[src/rtl/timer_regs.vh]
`ifndef TIMER_REGS_VH
`define TIMER_REGS_VH

// Register byte offsets
`define OFF_CTRL      8'h00
`define OFF_LATCH     8'h04
`define OFF_COUNT     8'h08
`define OFF_STATUS    8'h0c
`define OFF_CLEAR     8'h10
`define OFF_ENABLE    8'h14
`define OFF_STATE     8'h18
`define OFF_PRESCALE  8'h1c

// Control register fields
`define CTRL_SOFT_RESET   0
`define CTRL_WIDTH_SEL    2
`define CTRL_MEAS_SEL     3
`define CTRL_PW_SEL       4
`define CTRL_POLARITY     5
`define CTRL_IRQ_EN       6
`define CTRL_OUT_EN       7

// Status, clear and enable fields
`define ST_FLAG       0
`define ST_EXPIRY     1
`define ST_GATE_FALL  2

// State register fields
`define SV_COUNTING   0
`define SV_POST_TO    1
`define SV_OUT_LEVEL  2
`define SV_FIRST_DONE 3
`define SV_GATE       4
`define SV_RESET      5

// Reset values
`define RST_CTRL      8'h01
`define RST_LATCH     16'hffff
`define RST_ENABLE    3'h0
`define RST_PRESCALE  8'h00

`endif

[src/rtl/count_chain.v]
`timescale 1ns/1ns
`include "timer_regs.vh"
module count_chain (
   // Clock and reset
   input  wire        clk_sys,
   input  wire        resetn,
   // Control
   input  wire        load,
   input  wire        tick,
   input  wire        dual,
   input  wire [15:0] latchVal,
   // Status
   output reg  [15:0] count,
   output wire        expiry
);
   wire lsbZero;
   wire msbZero;

   assign lsbZero = (count[7:0] == 8'h00);
   assign msbZero = (count[15:8] == 8'h00);
   // Time-out is the clock after the all-zero state
   assign expiry  = tick & lsbZero & msbZero;

   always @(posedge clk_sys) begin
      if (!resetn) begin
         count <= `RST_LATCH;
      end else if (load || expiry) begin
         count <= latchVal;
      end else if (tick) begin
         if (!dual) begin
            count <= count - 16'h0001;
         end else if (lsbZero) begin
            count[7:0]  <= latchVal[7:0];
            count[15:8] <= count[15:8] - 8'h01;
         end else begin
            count[7:0] <= count[7:0] - 8'h01;
         end
      end
   end
endmodule // count_chain

[src/rtl/gate_edge_sync.v]
`timescale 1ns/1ns
module gate_edge_sync (
   // Clock and reset
   input  wire clk_sys,
   input  wire resetn,
   // Asynchronous pin
   input  wire pinIn,
   // Synchronised level and edges
   output wire level,
   output wire fall,
   output wire rise
);
   reg stage1;
   reg stage2;
   reg stage3;

   // Stage1 feeds only stage2 to keep metastability contained
   always @(posedge clk_sys) begin
      if (!resetn) begin
         stage1 <= 1'b1;
         stage2 <= 1'b1;
         stage3 <= 1'b1;
      end else begin
         stage1 <= pinIn;
         stage2 <= stage1;
         stage3 <= stage2;
      end
   end

   assign level = stage2;
   assign fall  = stage3 & ~stage2;
   assign rise  = ~stage3 & stage2;
endmodule // gate_edge_sync

[src/rtl/timer_interval_measurement.v]
// Decided for this implementation: the APB register port and the register addresses.
`timescale 1ns/1ns
`include "timer_regs.vh"
module timer_interval_measurement (
   // Clock and reset
   input  wire        clk_sys,
   input  wire        resetn,
   // APB slave
   input  wire [7:0]  paddr,
   input  wire        psel,
   input  wire        penable,
   input  wire        pwrite,
   input  wire [31:0] pwdata,
   output reg  [31:0] prdata,
   output wire        pready,
   output wire        pslverr,
   // Pins
   input  wire        gatePin,
   input  wire        extResetN,
   output wire        timerOutputPin,
   // Interrupt
   output wire        irq
);

   ////////////////////////////////////////////////////////////////////////////
   // Address decoding

   function hit;
      input [7:0] addr;
      input [7:0] off;
      begin
         hit = (addr[7:2] == off[7:2]);
      end
   endfunction

   function mapped;
      input [7:0] addr;
      begin
         mapped = hit(addr, `OFF_CTRL) | hit(addr, `OFF_LATCH) |
                  hit(addr, `OFF_COUNT) | hit(addr, `OFF_STATUS) |
                  hit(addr, `OFF_CLEAR) | hit(addr, `OFF_ENABLE) |
                  hit(addr, `OFF_STATE) | hit(addr, `OFF_PRESCALE);
      end
   endfunction

   ////////////////////////////////////////////////////////////////////////////
   // Declarations

   reg  [7:0]  ctrl;
   reg  [15:0] latch;
   reg  [2:0]  status;
   reg  [2:0]  irqEnable;
   reg  [7:0]  prescale;
   reg  [7:0]  divCnt;
   reg         counting;
   reg         postTo;
   reg         outLevel;
   reg         firstDone;
   reg         next_counting;
   reg         next_postTo;
   reg         next_outLevel;
   reg         next_firstDone;
   reg         initNow;
   reg         flagSet;
   wire        accessPhase;
   wire        wrStrobe;
   wire        latchWrite;
   wire        clearWrite;
   wire        gateLevel;
   wire        gateFall;
   wire        gateRise;
   wire        extResetLevel;
   wire        timerReset;
   wire        measMode;
   wire        pwMode;
   wire        polarity;
   wire        dualMode;
   wire        tick;
   wire        expiry;
   wire        runExpiry;
   wire        endEdge;
   wire [15:0] count;
   wire [2:0]  irqSource;

   ////////////////////////////////////////////////////////////////////////////
   // APB slave

   assign accessPhase = psel & penable;
   assign wrStrobe    = accessPhase & pwrite;
   assign latchWrite  = wrStrobe & hit(paddr, `OFF_LATCH);
   assign clearWrite  = wrStrobe & hit(paddr, `OFF_CLEAR);
   // Zero wait states; read data is captured in the setup cycle
   assign pready      = 1'b1;
   assign pslverr     = accessPhase & ~mapped(paddr);

   always @(posedge clk_sys) begin
      if (!resetn) begin
         ctrl      <= `RST_CTRL;
         latch     <= `RST_LATCH;
         irqEnable <= `RST_ENABLE;
         prescale  <= `RST_PRESCALE;
      end else if (wrStrobe) begin
         if (hit(paddr, `OFF_CTRL)) begin
            ctrl <= pwdata[7:0];
         end
         if (hit(paddr, `OFF_LATCH)) begin
            latch <= pwdata[15:0];
         end
         if (hit(paddr, `OFF_ENABLE)) begin
            irqEnable <= pwdata[2:0];
         end
         if (hit(paddr, `OFF_PRESCALE)) begin
            prescale <= pwdata[7:0];
         end
      end
   end

   always @(posedge clk_sys) begin
      if (!resetn) begin
         prdata <= 32'h00000000;
      end else if (psel && !penable) begin
         prdata <= 32'h00000000;
         if (hit(paddr, `OFF_CTRL)) begin
            prdata[7:0] <= ctrl;
         end
         if (hit(paddr, `OFF_LATCH)) begin
            prdata[15:0] <= latch;
         end
         // Counter is readable in every mode, so software can fetch the width
         if (hit(paddr, `OFF_COUNT)) begin
            prdata[15:0] <= count;
         end
         if (hit(paddr, `OFF_STATUS)) begin
            prdata[2:0] <= status;
         end
         if (hit(paddr, `OFF_ENABLE)) begin
            prdata[2:0] <= irqEnable;
         end
         if (hit(paddr, `OFF_STATE)) begin
            prdata[`SV_COUNTING]   <= counting;
            prdata[`SV_POST_TO]    <= postTo;
            prdata[`SV_OUT_LEVEL]  <= outLevel;
            prdata[`SV_FIRST_DONE] <= firstDone;
            prdata[`SV_GATE]       <= gateLevel;
            prdata[`SV_RESET]      <= timerReset;
         end
         if (hit(paddr, `OFF_PRESCALE)) begin
            prdata[7:0] <= prescale;
         end
      end
   end

   ////////////////////////////////////////////////////////////////////////////
   // Pin synchronisers

   // One clock of hold on each gate level is assumed here
   gate_edge_sync gateSync (
      .clk_sys (clk_sys),
      .resetn  (resetn),
      .pinIn   (gatePin),
      .level   (gateLevel),
      .fall    (gateFall),
      .rise    (gateRise)
   );

   // External reset reuses the synchroniser; its edge outputs are not needed
   gate_edge_sync resetSync (
      .clk_sys (clk_sys),
      .resetn  (resetn),
      .pinIn   (extResetN),
      .level   (extResetLevel),
      .fall    (),
      .rise    ()
   );

   ////////////////////////////////////////////////////////////////////////////
   // Mode decode

   assign timerReset = ctrl[`CTRL_SOFT_RESET] | ~extResetLevel;
   assign measMode   = ctrl[`CTRL_MEAS_SEL];
   assign pwMode     = ctrl[`CTRL_PW_SEL];
   assign polarity   = ctrl[`CTRL_POLARITY];
   assign dualMode   = ctrl[`CTRL_WIDTH_SEL];
   // Rising edge ends a pulse-width count, falling edge ends a period count
   assign endEdge    = pwMode ? gateRise : gateFall;

   ////////////////////////////////////////////////////////////////////////////
   // Count clock divider

   // Prescale of zero counts on every system clock
   assign tick = (divCnt == 8'h00);

   // Reload on initialization so the first tick of a count is a full period
   always @(posedge clk_sys) begin
      if (!resetn) begin
         divCnt <= 8'h00;
      end else if (tick || initNow) begin
         divCnt <= prescale;
      end else begin
         divCnt <= divCnt - 8'h01;
      end
   end

   ////////////////////////////////////////////////////////////////////////////
   // Counter

   count_chain counter (
      .clk_sys  (clk_sys),
      .resetn   (resetn),
      .load     (initNow),
      .tick     (tick & counting),
      .dual     (dualMode),
      .latchVal (latch),
      .count    (count),
      .expiry   (expiry)
   );

   assign runExpiry = expiry & counting;

   ////////////////////////////////////////////////////////////////////////////
   // Measurement sequencing

   always @* begin
      next_counting  = counting;
      next_postTo    = postTo;
      next_outLevel  = outLevel;
      next_firstDone = firstDone;
      initNow        = 1'b0;
      flagSet        = 1'b0;
      if (timerReset) begin
         next_counting  = 1'b0;
         next_postTo    = 1'b0;
         next_outLevel  = 1'b0;
         next_firstDone = 1'b0;
         initNow        = 1'b1;
      end else if (!measMode || latchWrite) begin
         // A latch write stops the count and reloads the counter
         next_counting = 1'b0;
         initNow       = latchWrite;
      end else if (counting && !postTo && endEdge) begin
         // Gate edge beat the time-out
         if (!polarity) begin
            flagSet       = 1'b1;
            next_counting = 1'b0;
         end else if (!pwMode) begin
            initNow        = 1'b1;
            next_outLevel  = 1'b0;
            next_firstDone = 1'b0;
         end else begin
            next_counting = 1'b0;
         end
      end else if (runExpiry) begin
         // Time-out beat the gate edge
         if (polarity && !postTo) begin
            flagSet       = 1'b1;
            next_counting = 1'b0;
         end else begin
            next_postTo = 1'b1;
         end
         next_firstDone = 1'b1;
         next_outLevel  = firstDone ? ~outLevel : 1'b1;
      end else if (gateFall && !status[`ST_FLAG] && (!counting || postTo)) begin
         // A set flag holds off a new gate-started initialization; a latch write still reloads
         initNow        = 1'b1;
         next_counting  = 1'b1;
         next_postTo    = 1'b0;
         next_outLevel  = 1'b0;
         next_firstDone = 1'b0;
      end
   end

   always @(posedge clk_sys) begin
      if (!resetn) begin
         counting  <= 1'b0;
         postTo    <= 1'b0;
         outLevel  <= 1'b0;
         firstDone <= 1'b0;
      end else begin
         counting  <= next_counting;
         postTo    <= next_postTo;
         outLevel  <= next_outLevel;
         firstDone <= next_firstDone;
      end
   end

   ////////////////////////////////////////////////////////////////////////////
   // Status, clear and interrupt

   // Set beats a clear arriving in the same cycle
   always @(posedge clk_sys) begin
      if (!resetn) begin
         status <= 3'h0;
      end else begin
         if (clearWrite) begin
            status <= status & ~pwdata[2:0];
         end
         if (timerReset) begin
            status[`ST_FLAG] <= 1'b0;
         end
         if (flagSet) begin
            status[`ST_FLAG] <= 1'b1;
         end
         if (runExpiry) begin
            status[`ST_EXPIRY] <= 1'b1;
         end
         if (gateFall) begin
            status[`ST_GATE_FALL] <= 1'b1;
         end
      end
   end

   assign irqSource = status & irqEnable;
   assign irq = (irqSource[`ST_FLAG] & ctrl[`CTRL_IRQ_EN]) |
                irqSource[`ST_EXPIRY] | irqSource[`ST_GATE_FALL];

   ////////////////////////////////////////////////////////////////////////////
   // Output pin

   // Waveform is gated only at the pin; counting is unaffected
   assign timerOutputPin = outLevel & ctrl[`CTRL_OUT_EN];

endmodule // timer_interval_measurement

[config.mk]
export PLATFORM = sky130hd
export DESIGN_NAME = timer_interval_measurement
export DESIGN_NICKNAME = d
export VERILOG_FILES = /design/src/rtl/count_chain.v /design/src/rtl/gate_edge_sync.v /design/src/rtl/timer_interval_measurement.v
export VERILOG_INCLUDE_DIRS = /design/src /design/src/rtl
export SDC_FILE = /design/constraint.sdc
export NUM_CORES = 1
export LEC_CHECK = 0
export BUFFER_PORTS_ARGS = -buffer_cell sky130_fd_sc_hd__buf_2
export CAP_MARGIN = 20
export CORE_MARGIN = 2
export CORE_UTILIZATION = 56
export DETAILED_ROUTE_END_ITERATION = 7
export PLACE_DENSITY = 0.86
export SLEW_MARGIN = 40
export SYNTH_ARGS = -nofsm -noshare
export SYNTH_HDL_FRONTEND = slang
export SYNTH_SLANG_ARGS = --single-unit
[constraint.sdc]
create_clock -name clk_sys -period 2.6 [get_ports clk_sys]
set_clock_uncertainty 0.2 [all_clocks]
set_input_delay 0.39 -clock clk_sys [delete_from_list [all_inputs] [get_ports clk_sys]]
set_output_delay 0.39 -clock clk_sys [all_outputs]
set_load 0.01 [all_outputs]
# Word level (Yosys, flattened, before mapping)
# Cells that the tools add are included.
# classes
addsub,4
eq_ne,13
n_mux,48
bitwise,34
reduce_logical,35
# ops
cell,n
$mux 16,5
$mux 8,5
$mux 1,34
$eq 6x3->1 const B,4
$logic_not 8->1,3
$sub 8x1->8 const B,3
$sub 16x1->16 const B,1
$and 1x1->1,13
$eq 6x2->1 const B,2
$or 1x1->1,10
$reduce_and 2->1,5
$mux 3,3
$not 1->1,8
$reduce_and 4->1,2
$reduce_bool 2->1,4
$and 3x3->3,2
$eq 6x1->1 const B,1
$logic_and 1x1->1,6
$logic_not 6->1,1
$mux 6,1
$ne 2x2->1 const B,3
$ne 3x1->1 const B,2
$reduce_bool 3->1,2
$logic_not 1->1,5
other kinds (6),9
# word_totals
regBits,87
input_bits,47
output_inout_bits,36
word_cells,154

# Logic depth before layout (Yosys ltp)
# Gate-level depths: netlist of run 1.
# logic_depth
depth_word,12
mapped_depth,9

# Hierarchy
# From an unflattened synthesis of run 1, not the netlist that was laid out.
# hier_totals
cells_unflattened,542
hier_area_um2,4689.5
# by_module_without_submodules
mod,n_inst,cells_per_inst,area_each_um2
timer_interval_measurement,1,381,3313.2
count_chain,1,145,1193.6
gate_edge_sync,2,8,91.3

# Least setup slack after synthesis of run 1
# No wires, ideal clock.
# synth_timing
path_kind,register -> register
from,register divCnt[0]
to,register counter.count[13]
arrival_ps,1810
slack_ps,460
path_stages_with_launch,9
path_buffers,0
period_less_slack_ps,2140
path_cell_list,dfxtp_1 inv_1 ha_1 nor4b_4 nand3_2 or4b_1 xnor2_1 mux2i_1 nand2_1
# synth_via
elab_chain_cells,12
# synth_lines
item,line_no,rtl
"start, declared",timer_interval_measurement.v:54,reg [7:0] divCnt;
"start signal, assigned",timer_interval_measurement.v:198,divCnt <= prescale;
"start signal, assigned",timer_interval_measurement.v:200,divCnt <= divCnt - 8'h01;
$logic_not 8->1 *,timer_interval_measurement.v:191,assign tick = (divCnt == 8'h00);
$and 1x1->1 *,timer_interval_measurement.v:211,".tick (tick & counting),"
$and 1x1->1 (2 in series),count_chain.v:22,assign expiry = tick & lsbZero & msbZero;
$and 1x1->1,timer_interval_measurement.v:218,assign runExpiry = expiry & counting;
$mux 1,timer_interval_measurement.v:252,end else if (runExpiry) begin
$mux 1,timer_interval_measurement.v:240,end else if (counting && !postTo && endEdge) begin
$mux 1,timer_interval_measurement.v:236,end else if (!measMode || latchWrite) begin
$mux 1,timer_interval_measurement.v:230,if (timerReset) begin
$logic_or 1x1->1,count_chain.v:27,end else if (load || expiry) begin
$ne 3x1->1 (no source line) / $reduce_bool 2->1 (equally long branches),n/a,
$reduce_and 2->1 (no source line),n/a,
"end signal, assigned",count_chain.v:26,count <= `RST_LATCH;
"end signal, assigned",count_chain.v:28,count <= latchVal;
"end signal, assigned",count_chain.v:31,count <= count - 16'h0001;
"end, declared",count_chain.v:13,"output reg [15:0] count,"
# Every way passes the cells marked *; elsewhere a longest branch is shown, timed or not.
# A chain may end at the register's enable or synchronous reset.

# Worst setup path after layout of run 1
# layout_timing
from,register gateSync.stage3
to,register counter.count[5]
# layout_via
elab_chain_cells,10
# layout_lines
item,line_no,rtl
"start, declared",gate_edge_sync.v:15,reg stage3;
"start signal, assigned",gate_edge_sync.v:26,stage3 <= stage2;
$and 1x1->1,gate_edge_sync.v:31,assign fall = stage3 & ~stage2;
$logic_and 1x1->1 (2 in series),timer_interval_measurement.v:262,end else if (gateFall && !status[`ST_FLAG] && (!counting || postTo)) begin
$mux 1,timer_interval_measurement.v:262,
$mux 1,timer_interval_measurement.v:252,
$mux 1 *,timer_interval_measurement.v:240,
$mux 1 *,timer_interval_measurement.v:236,
$mux 1 *,timer_interval_measurement.v:230,
$logic_or 1x1->1 *,count_chain.v:27,
$mux 16 / $reduce_bool 2->1 (equally long branches),n/a,
# Marked as above.

==> flow_summary_export.csv, run 1 <==
group,metric,value,unit
global_route,antenna_found_initial,0,
timing,max_freq,420,MHz
global_route,grt-ovfl-total,0,
route,vias_per_cell,6.03,
clock_network,clock_path_buffers,2,
logic_synthesis,yosys_warnings,0,
place,dpl_cell_area,4970,um2
hold_path,worstHoldPathType,"in2reg",
timing,hold_violations,0,
timing,period_share,0.915,
timing,tns,0,ps
route,first_pass_iters,7,
logic_synthesis,netlist_instances,564,
cells_and_area,nets,664,
timing,slew_headroom,0.539,
global_route,track_usage,0.272,
cells_and_area,drive_above_1_share,0.187,
clock_network,cts_max_level,3,
global_route,grt_pass1_vias,3832,
global_route,grt_pass1_wl,19.0,mm
logic_synthesis,ys_top_cells_by_count,"dfxtp_1 (87), nand2_1 (86), nor2_1 (61), mux2i_1 (29), nand3_1 (29)",
logic_synthesis,synth_most_common_cell,"dfxtp_1",
floorplan,initial_core_util,0.575,
route,num_vias,4345,
worst_setup_path,worstPathArrival,2400,ps
flow_run,maxCapViolCount,0,
logic_synthesis,postSynthAreaPerCell,8.29,um2
timing,slew_viol_final,0,
clock_network,cts_inserted_buffers,9,
place,gp_congestion,1.00,
worst_setup_path,startpoint_type,"flip-flop",
logic_synthesis,async_flop_share,0,
pwr,ir_drop,0.296,mV
floorplan,core-area,8130,um2
logic_synthesis,synth_seq_area_share,0.372,
floorplan,die_w,95.4,um
logic_synthesis,syn_area,4680,um2
floorplan,pin_count,83,
timing,setup_viol,0,
cells_and_area,n_antenna_cell,0,
place,dp_hpwl,8.77,mm
worst_setup_path,worstSetupPathType,"reg2reg",
pwr,power_leakage,2.36,nW
logic_synthesis,ys_top_cells_by_area,"dfxtp_1 (37%), nand2_1 (6.9%), mux2i_1 (6.2%)",
worst_setup_path,end_kind,"flip-flop",
cells_and_area,fin_area,5200,um2
pwr,p_per_area,505,nW/um2
clock_network,cts_num_sinks,87,
place,portBuffers,47,
cells_and_area,area_growth,11.3,%
logic_synthesis,ys_types,73,
timing,fin_crit,2380,ps
clock_network,cts_tree,"built",
logic_synthesis,ys_seq_elements,87,
clock_network,cts-root-buf,"clkbuf_8",
floorplan,die_area,9100,um2
route,wl,12.1,mm
logic_synthesis,ys_dominant_reg_cell,"dfxtp_1",
logic_synthesis,synth_top_area_cell,"dfxtp_1",
clock_network,clk_pin_slew,90,ps
worst_setup_path,crit_fanout,9,
floorplan,num_rows,33,
logic_synthesis,yosysTopAreaCellShare,0.372,
worst_setup_path,required,2620,ps
timing,rsz0062_at_grt,"no",
timing,hold_slack,18.2,ps
run_status,status,"finished clean",
logic_synthesis,synth_edf_count,0,
route,drt_iter0_drc,378,
clock_network,ctsHoldBuffers,0,
floorplan,die_y,95.4,um
route,ant_nets,0,
timing,tightest_slew,691,ps
route,drc,0,
global_route,grt_max_degree,47,
route,wl_per_cell,16.7,um
clock_network,clock_latency,360,ps
## area by class of cell
class | count | area (um2)
Tap cell | 105 | 131
Clock inverter | 7 | 100
Multi-Input combinational cell | 431 | 2650
Sequential cell | 87 | 1740
Timing Repair Buffer | 70 | 408
Fill cell | 672 | 2930
Inverter | 12 | 46.3
Clock buffer | 9 | 124
## power breakdown
part / leakage (nW) / switching [W] / internal [W]
Clock: 0.115 / 0.000524 / 0.000554
Sequential: 0.705 / 0.00000951 / 0.00135
Combinational: 1.54 / 0.000124 / 0.0000706
## state kept, by name (all words and copies together), names as in the netlist
name              cells
irqEnable             3
resetSync.stage1      1
outLevel              1
prescale              8
ctrl                  8
resetSync.level       1
firstDone             1
gateSync.stage3       1
prdata               16
counting              1
status                3
counter.count        16
gateSync.stage1       1
divCnt                8
gateSync.level        1
latch                16
postTo                1
## layout by cell type, fill, tap and decap left out, types with 5 or more instances in the layout
cell / Yosys / routed
dfxtp_1: 87 / 87
nand2_1: 86 / 86
nor2_1: 61 / 61
buf_2: 6 / 47
nand3_1: 29 / 29
mux2i_1: 29 / 29
nor3_1: 24 / 24
buf_4: 18 / 23
a21oi_1: 19 / 19
o21ai_0: 18 / 18
conb_1: 2 / 17
a221oi_1: 13 / 13
nand2b_1: 12 / 12
inv_1: 11 / 11
clkbuf_8: 0 / 9
nand4_1: 7 / 7
xor2_1: 7 / 7
and3_1: 6 / 6
xnor2_1: 6 / 6
ha_1: 6 / 6
o211ai_1: 5 / 5
o31ai_1: 5 / 5
## path summary, 6_finish.rpt
check,startpoint,endpoint,slack [ps],cells past startpoint
worst max-delay path,gateSync.stage3$_SDFF_PN1_,counter.count[5]$_SDFFE_PN1P_,220,6
worst min-delay path,extResetN,resetSync.stage1$_SDFF_PN1_,20,2
worst max register to register,gateSync.stage3$_SDFF_PN1_,counter.count[5]$_SDFFE_PN1P_,220,6
worst min register to register,gateSync.stage1$_SDFF_PN1_,gateSync.level$_SDFF_PN1_,220,1
## through the flow
step | worst slack, ps | total power [W] | std cells | util
floorplan | 460 | 0.00153 | 579 | -
global placement | 257 | 0.00157 | 705 | 0.611
detailed placement | 214 | 0.00158 | 705 | 0.611
CTS | 184 | 0.00263 | 721 | 0.639
global route | 30.7 | 0.00272 | 721 | 0.640
finish | 222 | 0.00263 | 721 | 0.640
## cell families after synthesis
kind of cell               count (synthesis)  synth area share
AOI/OAI and AO/OA                         98             0.151
adders and majority gates                  6            0.0161
muxes                                     32            0.0765
and+or+nand+nor                          265             0.284
other                                      2           0.00161
DFF                                       87             0.372
xor gates and xnor gates                  13            0.0244
buffers and inverters                     61            0.0733
## worst max-delay path, stage by stage (launching register included)
cell	delay, ps
dfxtp_1	380
nor3b_1	400
mux2i_4	160
o211ai_1	390
nor2_1	260
a221oi_1	330
o21ai_1	120
## routing by layer
layer	GRT usage	routed length [um]
met5	0	0
met4	0.0940	337
met3	0.0538	1190
met2	0.447	5870
met1	0.359	4670
## timing repair
action,in CTS,in global routing
resized for setup,0,1
buffers inserted,0,0
setup endpoints to repair,0,2
Power figures use the tool's default switching activity.
==> inputs of run 2 (changes only) <==
Settings changed: REMOVE_ABC_BUFFERS set to 1.
==> flow_summary_export.csv, run 2 (synthesis gave the netlist of run 1 again) <==
group,metric,value,unit
run_status,status,"finished clean",
clock_network,cts_tree,"built",
cells_and_area,n_antenna_cell,0,
global_route,grt-ovfl-total,0,
pwr,power.total,0.00235,W
hold_path,hold_depth,2,
clock_network,clock_path_buffers,2,
worst_setup_path,reg2regPathDepth,8,
global_route,grt_pass1_vias,3916,
route,drc,0,
clock_network,clk_pin_slew,80,ps
worst_setup_path,worstSetupPathType,"reg2reg",
clock_network,cts_inserted_buffers,9,
floorplan,pin_count,83,
floorplan,initial_core_util,0.575,
timing,fin_crit,2400,ps
floorplan,die_y,95.4,um
pwr,power_leakage,2.32,nW
route,wl_per_cell,16.7,um
cells_and_area,final_common_cell,"dfxtp_1",
worst_setup_path,worstPathArrival,2420,ps
worst_setup_path,path_cells,"inv_1 > ha_1 > nor4b_4 > nand3_2 > o21ai_0 > a21oi_2 > a221oi_1 > o21ai_1",
worst_setup_path,startpoint_type,"flip-flop",
timing,hold_violations,0,
hold_path,worstHoldPathType,"in2reg",
route,wl,11.9,mm
global_route,antenna_found_initial,0,
worst_setup_path,end_kind,"flip-flop",
pwr,p_per_area,458,nW/um2
route,vias_per_cell,6.06,
clock_network,cts_num_sinks,87,
floorplan,die_w,95.4,um
clock_network,clock_latency,360,ps
timing,setup_viol,0,
cells_and_area,reg_top3,"counter.count (16), latch (16), prdata (16)",
clock_network,cts_resized,0,
pwr,ir_drop,0.317,mV
route,ant_nets,0,
clock_network,post-cts-setup-buffer-count,0,
global_route,grt_max_degree,28,
worst_setup_path,crit_path_top_delay_cell,"dfxtp_1",
route,drt_iter0_drc,398,
global_route,grt_pass1_wl,19.2,mm
timing,tightest_slew,658,ps
floorplan,num_rows,33,
place,post-place-cells,703,
clock_network,ctsHoldBuffers,0,
place,dpl_worst_slack,226,ps
floorplan,core-area,8130,um2
place,dp_hpwl,8.72,mm
timing,tns,0,ps
cells_and_area,nets,662,
clock_network,cts-root-buf,"clkbuf_8",
cells_and_area,drive_above_1_share,0.180,
global_route,track_usage,0.274,
cells_and_area,area_growth,9.63,%
place,portBuffers,47,
worst_setup_path,crit_fanout,16,
route,num_vias,4337,
floorplan,die_area,9100,um2
timing,setup_slack,203,ps
clock_network,cts_max_level,3,
flow_run,maxCapViolCount,0,
timing,slew_headroom,0.561,
place,gp_congestion,0.939,
worst_setup_path,cp_slowest_stage_delay,340,ps
worst_setup_path,required,2620,ps
timing,slew_viol_final,0,
cells_and_area,fin_util,0.630,
timing,max_freq,417,MHz
timing,period_share,0.922,
cells_and_area,stdcell_count,716,
cells_and_area,final_cell_mix,"dfxtp_1 (87), nand2_1 (86), nor2_1 (61)",
timing,rsz0062_at_grt,"no",
route,first_pass_iters,5,
[run 2: final cells by class]
class                   count  area (um2)
multi-input cells         431        2650
flip-flops and latches     87        1740
well taps                 105         131
fillers                   692        3010
repair buffers             68         405
clock buffers               9         124
clock inverters             4        26.3
inverters                  12        45.0
[run 2: routing by layer]
layer | global-route usage | share of wire | vias up
met4 | 0.139 | 0.039 | 0
met1 | 0.349 | 0.41 | 2023
met3 | 0.0387 | 0.074 | 47
li1 | - | - | 2049
met5 | 0 | 0 | -
met2 | 0.451 | 0.48 | 218
[run 2: path summary, 6_finish.rpt]
check / from / to / slack [ps]
worst max-delay path: divCnt[0]$_SDFF_PN0_ / counter.count[7]$_SDFFE_PN1P_ / 200
worst max register to register: divCnt[0]$_SDFF_PN0_ / counter.count[7]$_SDFFE_PN1P_ / 200
worst min-delay path: gatePin / gateSync.stage1$_SDFF_PN1_ / 2
worst min register to register: resetSync.stage1$_SDFF_PN1_ / resetSync.level$_SDFF_PN1_ / 210
[run 2: metrics by stage]
stage	cell area (um2)	hold slack [ps]
finish	5130	1.52
global route	5130	11.2
CTS	5130	1.30
detailed placement	4980	191
global placement	4980	196
floorplan	4430	186
[run 2: worst max-delay path: cells and delay by family (launching register included)]
family          cells  cell delay, ps
flops               1             340
simple gates        2             540
buf+inv             1              90
fa+ha+maj           1             180
compound gates      4             920
[run 2: power breakdown]
part | internal (W) | leakage (nW) | switching [W]
Clock | 0.000329 | 0.0768 | 0.000460
Combinational | 0.0000745 | 1.53 | 0.000127
Sequential | 0.00135 | 0.705 | 0.00000983
Total | 0.00175 | 2.32 | 0.000596
==> inputs of run 3 (changes only) <==
Settings changed: BUFFER_PORTS_ARGS -buffer_cell sky130_fd_sc_hd__buf_2 to -buffer_cell sky130_fd_sc_hd__buf_4.
==> flow_summary_export.csv, run 3 (synthesis gave the netlist of run 1 again) <==
group,metric,value,unit
timing,slew_viol_final,0,
clock_network,cts_num_sinks,87,
cells_and_area,multi_input_area,2660,um2
worst_setup_path,r2r_setup_slack,110,ps
cells_and_area,fin_area,5290,um2
pwr,pwr-share-seq,0.534,
floorplan,initial_core_util,0.575,
timing,hold_violations,0,
global_route,grt-ovfl-total,0,
route,first_pass_iters,5,
route,drt_iter0_drc,402,
cells_and_area,nets,661,
hold_path,hold_depth,2,
route,wl_per_cell,17.1,um
route,wl_met2,5.97,mm
floorplan,core-area,8130,um2
pwr,p_sw,0.000630,W
clock_network,cts_inserted_buffers,9,
place,portBuffers,47,
timing,setup_viol,0,
route,wl_met3,1.12,mm
pwr,p_per_area,480,nW/um2
global_route,grt_max_degree,28,
worst_setup_path,crit_fanout,8,
clock_network,clock_path_buffers,2,
route,vias_per_cell,6.09,
place,dpl_cell_area,5090,um2
worst_setup_path,startpoint_type,"flip-flop",
pwr,clkPwrFrac,0.380,
place,dp_hpwl,8.81,mm
timing,period_share,0.958,
worst_setup_path,reg2regPathDepth,9,
pwr,p_int,0.00191,W
worst_setup_path,worstSetupPathType,"reg2reg",
hold_path,worstHoldPathType,"in2reg",
floorplan,die_y,95.4,um
hold_path,holdPathEnd,"resetSync.stage1$_SDFF_PN1_",
timing,tightest_slew,754,ps
run_status,status,"finished clean",
clock_network,clock_latency,360,ps
cells_and_area,stdcell_count,718,
worst_setup_path,end_kind,"flip-flop",
clock_network,cts_tree,"built",
route,wl_met1,4.85,mm
timing,slew_headroom,0.496,
timing,tns,0,ps
pwr,ir_drop,0.274,mV
pwr,comb_power_share,0.086,
route,drc,0,
cells_and_area,drive_above_1_share,0.181,
cells_and_area,reg_top3,"counter.count (16), latch (16), prdata (16)",
timing,fin_crit,2490,ps
clock_network,cts-root-buf,"clkbuf_8",
route,wl,12.2,mm
global_route,grt_pass1_vias,4092,
clock_network,cts_max_level,3,
worst_setup_path,worstReg2RegEnd,"counter.count[11]$_SDFFE_PN1P_",
floorplan,pin_count,83,
cells_and_area,final_cell_mix,"dfxtp_1 (87), nand2_1 (86), buf_4 (66)",
place,post-place-cells,702,
global_route,antenna_found_initial,0,
timing,max_freq,402,MHz
floorplan,die_area,9100,um2
flow_run,maxCapViolCount,0,
worst_setup_path,rr_startpoint,"counter.count[0]$_SDFFE_PN1P_",
route,highest_layer,"met4",
cells_and_area,n_antenna_cell,0,
cells_and_area,fin_util,0.651,
floorplan,num_rows,33,
cells_and_area,final_common_cell,"dfxtp_1",
worst_setup_path,worstPathArrival,2570,ps
route,ant_nets,0,
clock_network,ctsHoldBuffers,0,
route,num_vias,4373,
pwr,power_leakage,2.35,nW
timing,rsz0062_at_grt,"no",
cells_and_area,regArea,1740,um2
cells_and_area,fillCellCount,650,
worst_setup_path,required,2680,ps
floorplan,die_w,95.4,um
hold_path,min_from,"extResetN",
global_route,grt_pass1_wl,20.0,mm
pwr,p_sw_frac,0.248,
place,gp_congestion,1.09,
global_route,track_usage,0.284,
cells_and_area,area_growth,13.2,%
clock_network,clk_pin_slew,90,ps
run 3: changes by cell type in the layout (fill, tap and decap cells not counted), sizes merged:
cell,delta
clkbuf,+3
buf,-1
clkinv,-1
bufinv,+1
run 3: layout make-up:
type,instances,area share
Multi-Input combinational cell,431,0.502
Inverter,12,0.00851
Clock buffer,12,0.0274
Clock inverter,4,0.0104
Sequential cell,87,0.329
Tap cell,105,0.0248
Timing Repair Buffer,67,0.0974
run 3: worst max path at each step:
stage	start	slack [ps]	end
2_1_floorplan	paddr[5]	60	latch[0]$_SDFFE_PN1P_
5_1_grt	counter.count[0]$_SDFFE_PN1P_	40	counter.count[11]$_SDFFE_PN1P_
6_report	counter.count[0]$_SDFFE_PN1P_	110	counter.count[11]$_SDFFE_PN1P_
4_1_cts	divCnt[0]$_SDFF_PN0_	160	counter.count[4]$_SDFFE_PN1P_
3_5_place_dp	divCnt[0]$_SDFF_PN0_	200	counter.count[4]$_SDFFE_PN1P_
3_3_place_gp	paddr[4]	250	counter.count[7]$_SDFFE_PN1P_
run 3: power groups by stage:
stage | Sequential [W] | Clock, W | Combinational [W]
after CTS | 0.00136 | 0.000965 | 0.000214
after global routing | 0.00136 | 0.00102 | 0.000237
after detailed placement | 0.00139 | 0 | 0.000213
after global placement | 0.00139 | 0 | 0.000208
after floorplan | 0.00139 | 0 | 0.0000913
final | 0.00136 | 0.000967 | 0.000218
run 3: through the flow:
stage / hold WS [ps] / power [W] / setup WS [ps]
after CTS: 3.06 / 0.00254 / 157
after global placement: 190 / 0.00160 / 252
after detailed placement: 198 / 0.00160 / 199
after floorplan: 186 / 0.00148 / 62.7
after global routing: 11.8 / 0.00262 / 35.3
final: 4.74 / 0.00254 / 110
run 3: layer usage:
metal,GRT usage,up-vias
met2,0.469,239
met5,0,-
met4,0.115,0
met3,0.0538,35
li1,-,2048
met1,0.364,2051
run 3: timing repair:
item                       CTS  global route
hold endpoints to repair     0             0
resized for setup            0             1
buffers inserted             0             0
setup endpoints to repair    0             1
run 3: worst max-delay path, cell delays in order, from the launching register on:
cell and delay [ps]:
dfxtp_1 360, inv_1 130, ha_1 160, nor3b_2 360, nand2_2 120, nor3_4 400, or2_2 320, buf_4 180
nand2_1 70, o211ai_1 110
